File: src/rtl/itse_pkg.sv
/*
 * Constants for the time code symbol encoder: carrier and symbol timing,
 * symbol kinds, clock quality field layout, frame length.
 * Assumes a 20 MHz reference clock.
 */
package itse_pkg;
	localparam int unsigned CLK_HZ = 20000000;
	localparam int unsigned CARRIER_HZ = 1000;
	localparam int unsigned CYC_PER_CARRIER = CLK_HZ / CARRIER_HZ;
	localparam int unsigned CARRIERS_PER_SYM = 10;
	localparam int unsigned MARK_ZERO = 2;
	localparam int unsigned MARK_ONE = 5;
	localparam int unsigned MARK_POS = 8;
	localparam int unsigned FRAME_SYMS = 100;
	localparam int unsigned QUAL_FIRST = 71;
	localparam int unsigned QUAL_LAST = 74;
	localparam int unsigned PARITY_POS = 75;
	localparam logic [3:0] QUAL_LOCKED = 4'h0;
	localparam logic [3:0] QUAL_FAILED = 4'hF;

	typedef enum logic [1:0] {
		ITSE_SYM_ZERO = 2'h0,
		ITSE_SYM_ONE = 2'h1,
		ITSE_SYM_POS = 2'h2
	} itse_sym_t;

	typedef enum logic [2:0] {
		ITSE_CODE_B = 3'h1,
		ITSE_CODE_AFNOR = 3'h2,
		ITSE_CODE_IEEE = 3'h4
	} itse_code_t;
endpackage : itse_pkg

File: src/rtl/itse_encoder.sv
/*
 * Time code symbol encoder: takes symbols (zero, one, position marker)
 * through a two-entry buffer and sends each as ten 1 kHz carrier periods
 * on an amplitude-select output and, in parallel, a pulse-width level
 * output. Fills the clock quality field and the parity bit of the
 * IEEE-extended frame.
 * Assumes the symbol source presents frames of 100 symbols, raising
 * SYM_FIRST_IN with the first symbol of each frame.
 */
`timescale 1ns/1ns
`default_nettype none

// How it works
// - level and carrier forms always emitted together
// - quality field follows upstream sync status flag
// - synced once since power-up: field 0000
// - never synced since power-up: field 1111
// - test setting forces quality field zero
// - 1 kHz carrier, ten periods per symbol
// - symbol coded by count of MARK cycles
// - zero: two MARK, eight SPACE
// - one: five MARK, five SPACE
// - position marker: eight MARK, two SPACE
// - one hundred symbols per second
// - quality field at positions 71 to 74
// - parity at 75 over preceding bits
module itse_encoder
	import itse_pkg::*;
#(
	parameter int unsigned CARRIER_CYCLES = CYC_PER_CARRIER
)(
	input wire logic REF_CLK_IN,
	input wire logic ARST_N_IN,
	input wire logic [1:0] SYM_IN,
	input wire logic SYM_FIRST_IN,
	input wire logic SYM_VALID_IN,
	output logic SYM_READY_OUT,
	input wire logic [2:0] CODE_SEL_IN,
	input wire logic QUAL_TEST_OFF_IN,
	input wire logic NEVER_SYNCED_IN,
	output logic CARRIER_MARK_OUT,
	output logic CARRIER_PHASE_OUT,
	output logic LEVEL_SHIFT_OUT,
	output logic [6:0] SYM_POS_OUT
);
	localparam int CW = $clog2(CARRIER_CYCLES);

	////////////////////////////////////////////////////////////////////
	// two-entry input buffer
	logic [2:0] buf0_r, buf1_r;
	logic v0_r, v1_r;
	logic take_in, pop;
	logic [2:0] head;

	// take only what the source saw offered: ready is the handshake
	assign take_in = SYM_VALID_IN && SYM_READY_OUT;
	assign head = buf0_r;

	always_ff @(posedge REF_CLK_IN or negedge ARST_N_IN)
		if (!ARST_N_IN)
		begin
			v0_r <= 1'b0;
			v1_r <= 1'b0;
			buf0_r <= 3'h0;
			buf1_r <= 3'h0;
		end
		else
		begin
			if (pop)
			begin
				v0_r <= v1_r || (take_in && v0_r);
				buf0_r <= v1_r ? buf1_r : {SYM_FIRST_IN, SYM_IN};
				v1_r <= v1_r ? (take_in) : 1'b0;
				if (v1_r)
					buf1_r <= {SYM_FIRST_IN, SYM_IN};
				if (!v1_r && take_in && !v0_r)
					v0_r <= 1'b0;
			end
			else if (take_in)
			begin
				if (!v0_r)
				begin
					v0_r <= 1'b1;
					buf0_r <= {SYM_FIRST_IN, SYM_IN};
				end
				else
				begin
					v1_r <= 1'b1;
					buf1_r <= {SYM_FIRST_IN, SYM_IN};
				end
			end
		end

	always_ff @(posedge REF_CLK_IN or negedge ARST_N_IN)
		if (!ARST_N_IN)
			SYM_READY_OUT <= 1'b0;
		else
			SYM_READY_OUT <= !(v1_r || (v0_r && take_in && !pop));

	////////////////////////////////////////////////////////////////////
	// carrier timing: one-cycle enable per carrier period
	logic [CW-1:0] cyc_r;
	logic [3:0] per_r;
	logic carrier_end, sym_end;
	logic busy_r;

	assign carrier_end = busy_r && (cyc_r == CW'(CARRIER_CYCLES - 1));
	assign sym_end = carrier_end && (per_r == 4'(CARRIERS_PER_SYM - 1));
	assign pop = v0_r && (!busy_r || sym_end);

	always_ff @(posedge REF_CLK_IN or negedge ARST_N_IN)
		if (!ARST_N_IN)
		begin
			cyc_r <= '0;
			per_r <= 4'h0;
			busy_r <= 1'b0;
		end
		else
		begin
			if (pop || carrier_end)
				cyc_r <= '0;
			else if (busy_r)
				cyc_r <= cyc_r + CW'(1);
			if (pop)
				per_r <= 4'h0;
			else if (carrier_end)
				per_r <= per_r + 4'h1;
			if (pop)
				busy_r <= 1'b1;
			else if (sym_end)
				busy_r <= 1'b0;
		end

	////////////////////////////////////////////////////////////////////
	// frame position, mode latching, field substitution, parity
	logic [6:0] pos_nxt, pos_r;
	logic [2:0] code_r;
	logic test_off_r;
	logic frame_start;
	logic in_qual, at_parity;
	logic [3:0] qual_val;
	logic [1:0] raw_sym, sym_nxt;
	logic par_r;
	logic data_bit;
	logic ieee_mode, ieee_nxt, test_nxt;

	assign frame_start = head[2];
	assign pos_nxt = frame_start ? 7'h00 : pos_r + 7'h01;
	assign ieee_nxt = frame_start ? (CODE_SEL_IN == ITSE_CODE_IEEE)
		: code_r == ITSE_CODE_IEEE;
	assign test_nxt = frame_start ? QUAL_TEST_OFF_IN : test_off_r;
	assign ieee_mode = ieee_nxt;
	assign in_qual = ieee_mode && pos_nxt >= 7'(QUAL_FIRST)
		&& pos_nxt <= 7'(QUAL_LAST);
	assign at_parity = ieee_mode && pos_nxt == 7'(PARITY_POS);
	assign qual_val = (test_nxt || !NEVER_SYNCED_IN)
		? QUAL_LOCKED : QUAL_FAILED;
	assign raw_sym = head[1:0];
	assign sym_nxt = in_qual
		? {1'b0, qual_val[2'(pos_nxt - 7'(QUAL_FIRST))]}
		: at_parity ? {1'b0, par_r} : raw_sym;
	assign data_bit = (sym_nxt == ITSE_SYM_ONE);

	always_ff @(posedge REF_CLK_IN or negedge ARST_N_IN)
		if (!ARST_N_IN)
		begin
			pos_r <= 7'h00;
			code_r <= ITSE_CODE_B;
			test_off_r <= 1'b0;
			par_r <= 1'b0;
		end
		else if (pop)
		begin
			pos_r <= pos_nxt;
			if (frame_start)
			begin
				code_r <= CODE_SEL_IN;
				test_off_r <= QUAL_TEST_OFF_IN;
			end
			par_r <= (frame_start ? 1'b0 : par_r) ^ data_bit;
		end

	////////////////////////////////////////////////////////////////////
	// MARK count per symbol and output drive
	logic [3:0] marks_r, marks_nxt;
	logic mark_now;

	always_comb
	begin
		marks_nxt = 4'(MARK_ZERO);
		unique case (sym_nxt)
			ITSE_SYM_ONE: marks_nxt = 4'(MARK_ONE);
			ITSE_SYM_POS: marks_nxt = 4'(MARK_POS);
			default: marks_nxt = 4'(MARK_ZERO);
		endcase
	end

	always_ff @(posedge REF_CLK_IN or negedge ARST_N_IN)
		if (!ARST_N_IN)
			marks_r <= 4'h0;
		else if (pop)
			marks_r <= marks_nxt;

	assign mark_now = busy_r && (per_r < marks_r);

	always_ff @(posedge REF_CLK_IN or negedge ARST_N_IN)
		if (!ARST_N_IN)
		begin
			CARRIER_MARK_OUT <= 1'b0;
			CARRIER_PHASE_OUT <= 1'b0;
			LEVEL_SHIFT_OUT <= 1'b0;
			SYM_POS_OUT <= 7'h00;
		end
		else
		begin
			CARRIER_MARK_OUT <= mark_now;
			LEVEL_SHIFT_OUT <= mark_now;
			CARRIER_PHASE_OUT <= busy_r
				&& (cyc_r < CW'(CARRIER_CYCLES / 2));
			SYM_POS_OUT <= pos_r;
		end

	////////////////////////////////////////////////////////////////////
	// checks
	localparam int unsigned SYM_CYCLES = CARRIER_CYCLES * CARRIERS_PER_SYM;
	logic [31:0] since_pop_r;

	// cycles since the last symbol start, for the length check only
	always_ff @(posedge REF_CLK_IN or negedge ARST_N_IN)
		if (!ARST_N_IN)
			since_pop_r <= 32'h0;
		else if (pop)
			since_pop_r <= 32'h0;
		else
			since_pop_r <= since_pop_r + 32'h1;

	property p_sym_len;
		@(posedge REF_CLK_IN) disable iff (!ARST_N_IN)
		pop && busy_r |-> since_pop_r == 32'(SYM_CYCLES - 1);
	endproperty
	a_sym_len: assert property (p_sym_len)
		else $error("symbol restarted early");

	property p_mark_first;
		@(posedge REF_CLK_IN) disable iff (!ARST_N_IN)
		pop && marks_nxt != 4'h0 |=> ##1 CARRIER_MARK_OUT;
	endproperty
	a_mark_first: assert property (p_mark_first)
		else $error("symbol did not open with MARK");

	property p_level_start;
		@(posedge REF_CLK_IN) disable iff (!ARST_N_IN)
		$rose(LEVEL_SHIFT_OUT) |-> $past(pop, 2);
	endproperty
	a_level_start: assert property (p_level_start)
		else $error("level output rose away from symbol start");

	property p_same_forms;
		@(posedge REF_CLK_IN) disable iff (!ARST_N_IN)
		CARRIER_MARK_OUT == LEVEL_SHIFT_OUT;
	endproperty
	a_same_forms: assert property (p_same_forms)
		else $error("level and carrier forms differ");

	property p_zero_marks;
		@(posedge REF_CLK_IN) disable iff (!ARST_N_IN)
		pop && sym_nxt == ITSE_SYM_ZERO |=> marks_r == 4'(MARK_ZERO);
	endproperty
	a_zero_marks: assert property (p_zero_marks)
		else $error("zero symbol MARK count wrong");

	property p_one_marks;
		@(posedge REF_CLK_IN) disable iff (!ARST_N_IN)
		pop && sym_nxt == ITSE_SYM_ONE |=> marks_r == 4'(MARK_ONE);
	endproperty
	a_one_marks: assert property (p_one_marks)
		else $error("one symbol MARK count wrong");

	property p_pos_marks;
		@(posedge REF_CLK_IN) disable iff (!ARST_N_IN)
		pop && sym_nxt == ITSE_SYM_POS |=> marks_r == 4'(MARK_POS);
	endproperty
	a_pos_marks: assert property (p_pos_marks)
		else $error("marker MARK count wrong");

	property p_qual_failed;
		@(posedge REF_CLK_IN) disable iff (!ARST_N_IN)
		pop && in_qual && NEVER_SYNCED_IN && !test_nxt
		|-> sym_nxt == ITSE_SYM_ONE;
	endproperty
	a_qual_failed: assert property (p_qual_failed)
		else $error("quality field not ones");

	property p_qual_zero;
		@(posedge REF_CLK_IN) disable iff (!ARST_N_IN)
		pop && in_qual && (test_nxt || !NEVER_SYNCED_IN)
		|-> sym_nxt == ITSE_SYM_ZERO;
	endproperty
	a_qual_zero: assert property (p_qual_zero)
		else $error("quality field not zeros");

	property p_mode_hold;
		@(posedge REF_CLK_IN) disable iff (!ARST_N_IN)
		pop && !frame_start |=> $stable(code_r) && $stable(test_off_r);
	endproperty
	a_mode_hold: assert property (p_mode_hold)
		else $error("mode changed inside frame");
endmodule : itse_encoder

`default_nettype wire

File: config.mk
export PLATFORM = sky130hd
export DESIGN_NAME = itse_encoder
export DESIGN_NICKNAME = d
export VERILOG_FILES = /design/src/rtl/itse_pkg.sv /design/src/rtl/itse_encoder.sv
export SDC_FILE = /design/constraint.sdc
export NUM_CORES = 1
export LEC_CHECK = 0
export BUFFER_PORTS_ARGS = -buffer_cell sky130_fd_sc_hd__buf_2
export CAP_MARGIN = 15
export CORE_ASPECT_RATIO = 0.9
export CORE_UTILIZATION = 50
export DETAILED_ROUTE_END_ITERATION = 8
export MAX_ROUTING_LAYER = met4
export PLACE_DENSITY = 0.71
export SLEW_MARGIN = 10
export SYNTH_ARGS = -nofsm -noshare
export SYNTH_HDL_FRONTEND = slang
export SYNTH_SLANG_ARGS = --single-unit
File: constraint.sdc
create_clock -name REF_CLK_IN -period 2.3 [get_ports REF_CLK_IN]
set_input_delay 0.115 -clock REF_CLK_IN [delete_from_list [all_inputs] [get_ports REF_CLK_IN]]
set_output_delay 0.115 -clock REF_CLK_IN [all_outputs]
set_load 0.02 [all_outputs]
==> impl_results.md <==
- Slowest stage cell on the critical path: sky130_fd_sc_hd__dfrtp_1
- RSZ-0062 raised after global routing: true
- Non-filler instance count after layout: 371
- Met3 wirelength from detailed routing: 175 um
- Most frequent cell on the critical path: sky130_fd_sc_hd__o22a_1
- Power Total: 2010 uW
- Seq cells post-synth: 53
- Setup Viol. Count Final: 1
- Minimum clock period: 2360 ps
- Antenna violations before repair: 0
- Worst clock skew: roughly 9.8 ps
- Via count: 2043
- Instance count after placement with tap cells included: approximately 360
- Most frequently used flop master after synthesis: sky130_fd_sc_hd__dfrtp_1
- H-tree levels: 2
- Clock-pin slew reported for the worst setup and hold paths after clock tree synthesis: 100 ps
- Total nets after synthesis: around 290
- Sequential-to-total area share from yosys stat: between 40% and 50%
- Top routing layer used: met4
- Critical Path Sink Type: flop
- Buffers added on ports: 21
- Area of the core region: around 0.0053 sq mm
- First-pass GRT wire length: a little over 9 mm
- Fraction of registers with async set/reset: 100%
- Total negative slack: -61.4 ps
- Number of synthesis warnings: 0
- TritonCTS clock tree: built
- Hpwl dp: just under 4 mm
- Final routed wire length divided by cell count: approximately 15 um
- Worst setup path category: reg -> reg
- Worst Path Max Fanout: 4
- Library cell used as clock root buffer: sky130_fd_sc_hd__clkbuf_8
- Post-synthesis cell type count: between 50 and 60
- Die boundary width: 79.7 um
- Cell chain of the critical path: ha_1 > nand2b_1 > or3_4 > mux2i_1 > and2_4 > o22a_1 > ha_2 > nand2_1 > mux2_2 > o22a_1
- Pwr Density: 641 mW/mm^2
- Number of flops mapped to enable cells by yosys: 0
- Period Utilization, post-route: 103%
- Leakage Power: roughly 0.0015 uW
- Combined global-route utilization of all metal layers: between 20% and 30%
- Sw Pwr: 505 uW
- Worst-case vdd ir drop: about 0.46 mV
- Upper clock frequency limit: 423 MHz
- Remaining number of nets flagged by the antenna check after routing: 0
- Remaining routing DRC violations: 0
- Required @ worst endpoint: approximately 2500 ps
- Launching element type of the critical path: flop
- Met2 layer wire length in the routed design: between 2 and 2.5 mm
- Switching portion of total power: 25.2%
- Fraction of layout instances using a drive strength above 1: 20.7%
- Metal-1 WL: around 2.8 mm
- Most frequent standard cell in the layout excluding fill and tap cells: sky130_fd_sc_hd__dfrtp_1
- Run status: finished with violations
- Number of fill cells: 430
- Via count of the first global-routing pass: about 1900
- FF+latch area: ~0.0013 sq mm
- Worst path bufs/invs: 0
- Count of final hold-check violations: 0
- Cell area reported after detailed placement: between 0.002 and 0.003 sq mm
- Most used cells in the layout excluding fill and tap cells: sky130_fd_sc_hd__dfrtp_1, sky130_fd_sc_hd__nand2_1, sky130_fd_sc_hd__nor2_1, sky130_fd_sc_hd__buf_2, sky130_fd_sc_hd__buf_4
- Highest cell delay on the worst timing path: approximately 400 ps
- Count of mapped cells out of synthesis: approximately 270
- Height of the chip: around 72 um
- Detailed Routing Iterations Pass 1: 5
- # clock sinks: between 50 and 60
- Placer Congestion: 0.806
- Total area of multi-input combinational cells: between 0.001 and 0.0015 sq mm
- Longest Clk Path Bufs: 2
- Synthesis-to-layout area growth: 15.3%
- Total Nets Final: 323
- Max-Slew Margin vs Limit: around 56%
- Number of max-cap violations: 0
- Clock network power share: between 30% and 40%
- Portion of total power attributed to combinational logic: between 10 and 15%
- Worst min-delay path class: in -> reg
- Actual transition at the worst max-transition pin: 659 ps
- Largest net degree at the start of global routing: between 50 and 60
- Final Instance Area: roughly 0.0031 sq mm
- Starting Density: 51.6%
- Avg Cell Area, Syn: between 10 and 15 sq um
- Violation count after the first detailed-route iteration: approximately 170
- Total internal power: 1500 uW
- Remaining Overflow, GRT: 0
- Final worst-path setup slack: -61.4 ps
- IO Count: 22
- Diode count: 0
- Cts bufs inserted: 5
- Final wirelength: roughly 5.6 mm
- Part of the power in registers: 52.4%
- Final Max Tran Viols: 0
- CP delay by family, top: simple AND/OR/NAND/NOR gates
- Clock latency reported for the late side of the worst-skew pair: 310 ps
- Critical Path AT: between 2000 and 3000 ps
- # rows: 25
- Overall die area: 0.00573 sq mm
- Failing checks: setup timing
- Via density per instance: around 5.5
- Synth Cell Area: ~0.0027 sq mm
==> worst paths after layout <==
kind	startpoint	to	slack [ps]	cells past startpoint
setup / recovery	pos_r[1]$_DFFE_PN0P_	par_r$_DFFE_PN0P_	-60	10
hold / removal	CODE_SEL_IN[1]	code_r[1]$_DFFE_PN0P_	30	2
setup reg to reg	pos_r[1]$_DFFE_PN0P_	par_r$_DFFE_PN0P_	-60	10
hold reg to reg	pos_r[2]$_DFFE_PN0P_	SYM_POS_OUT[2]$_DFF_PN0_	450	0
max in group asynchronous	ARST_N_IN	per_r[2]$_DFFE_PN0N_	1410	3
min in group asynchronous	ARST_N_IN	cyc_r[10]$_DFFE_PN0P_	430	3
==> stage by stage <==
| step | setup slack [ps] | hold slack (ps) | utilization, % |
|---|---|---|---|
| 2_1_floorplan | 17.8 | -181 | - |
| 3_3_place_gp | 59.2 | 274 | 56.7 |
| 3_5_place_dp | -11.7 | 275 | 56.7 |
| 4_1_cts | -17.4 | 29.8 | 59.4 |
| 5_1_grt | -156 | 24.2 | 59.5 |
| 6_report | -61.4 | 31.7 | 59.5 |
==> final cells by class <==
class                   count  area share, %
inverters                  11           1.32
repair buffers             39           7.76
clock buffers               7           2.76
flip-flops and latches     53           42.4
multi-input cells         193           42.1
well taps                  67           2.68
clock inverters             1          0.960
==> power groups by stage <==
stage / Combinational (uW) / Clock (uW) / Sequential [uW]
floorplan: 202 / 0 / 1050
global placement: 282 / 0 / 1070
detailed placement: 290 / 0 / 1070
CTS: 297 / 664 / 1050
global route: 338 / 708 / 1060
finish: 298 / 657 / 1050
==> cells in the mapped netlist, types with 2 or more instances <==
master,instances,share of area (%)
sky130_fd_sc_hd__buf_2,4,0.74
sky130_fd_sc_hd__o21ai_0,7,1.3
sky130_fd_sc_hd__nand2b_1,5,1.2
sky130_fd_sc_hd__o22a_1,2,0.65
sky130_fd_sc_hd__mux2_4,3,1.7
sky130_fd_sc_hd__inv_1,11,1.5
sky130_fd_sc_hd__nand4_1,6,1.4
sky130_fd_sc_hd__nor2_1,31,4.3
sky130_fd_sc_hd__nand2_1,32,4.4
sky130_fd_sc_hd__ha_1,9,4.1
sky130_fd_sc_hd__a21oi_1,4,0.74
sky130_fd_sc_hd__nand3_1,6,1.1
sky130_fd_sc_hd__nor3_1,4,0.74
sky130_fd_sc_hd__and3b_1,2,0.65
sky130_fd_sc_hd__o31a_1,3,0.97
sky130_fd_sc_hd__a221o_1,3,1.1
sky130_fd_sc_hd__nor2b_1,4,0.92
sky130_fd_sc_hd__a21o_1,2,0.55
sky130_fd_sc_hd__xnor2_1,5,1.6
sky130_fd_sc_hd__xor2_1,11,3.5
sky130_fd_sc_hd__and4_1,2,0.65
sky130_fd_sc_hd__a41oi_1,2,0.65
sky130_fd_sc_hd__o21ai_1,5,0.92
sky130_fd_sc_hd__mux2i_1,8,3.0
sky130_fd_sc_hd__o22ai_1,3,0.69
sky130_fd_sc_hd__o2111ai_1,2,0.65
sky130_fd_sc_hd__nand3b_1,2,0.55
sky130_fd_sc_hd__dfrtp_1,52,48
sky130_fd_sc_hd__mux2_2,6,2.5
sky130_fd_sc_hd__and3_1,6,1.4
sky130_fd_sc_hd__clkbuf_1,5,0.69
==> worst register-to-register path: cells and delay by family (launching register included) <==
kind	cells	cell delay, ps
AOI/OAI and AO/OA	2	320
adders and majority gates	2	470
DFF	1	400
and+or+nand+nor	4	660
muxes	2	410
==> repair_timing <==
item	in CTS	in global routing
endpoints found under the hold margin	52	0
hold buffers	1	0
gates resized for setup	4	0
setup endpoints to repair	1	1
pin swaps	2	0
setup buffers	0	1
==> flip-flops by register name (all words and copies together), names as in the netlist <==
register and flops:
test_off_r 1, cyc_r 15, SYM_POS_OUT 7, buf1_r 3
CARRIER_PHASE_OUT 1, SYM_READY_OUT 1, LEVEL_SHIFT_OUT 1, v1_r 1
par_r 1, code_r 3, marks_r 3, pos_r 7
per_r 4, buf0_r 3, busy_r 1, v0_r 1
==> logic make-up after synthesis <==
kind of cell,after synthesis,synth area share (%)
buffers and inverters,22,3.37
multiplexers,17,7.10
AND/OR/NAND/NOR,111,21.1
XOR/XNOR,16,5.16
adder cells (fa/ha/maj),9,4.15
AO/OA/AOI/OAI,40,10.2
flip-flops,53,48.9
==> routing by layer <==
layer | vias up | global-route usage, %
met1 | 993 | 30.7
li1 | 1003 | -
met5 | - | -
met2 | 37 | 30.7
met4 | 0 | 7.88
met3 | 10 | 3.40
No activity file was read; power rests on OpenSTA's default activity.
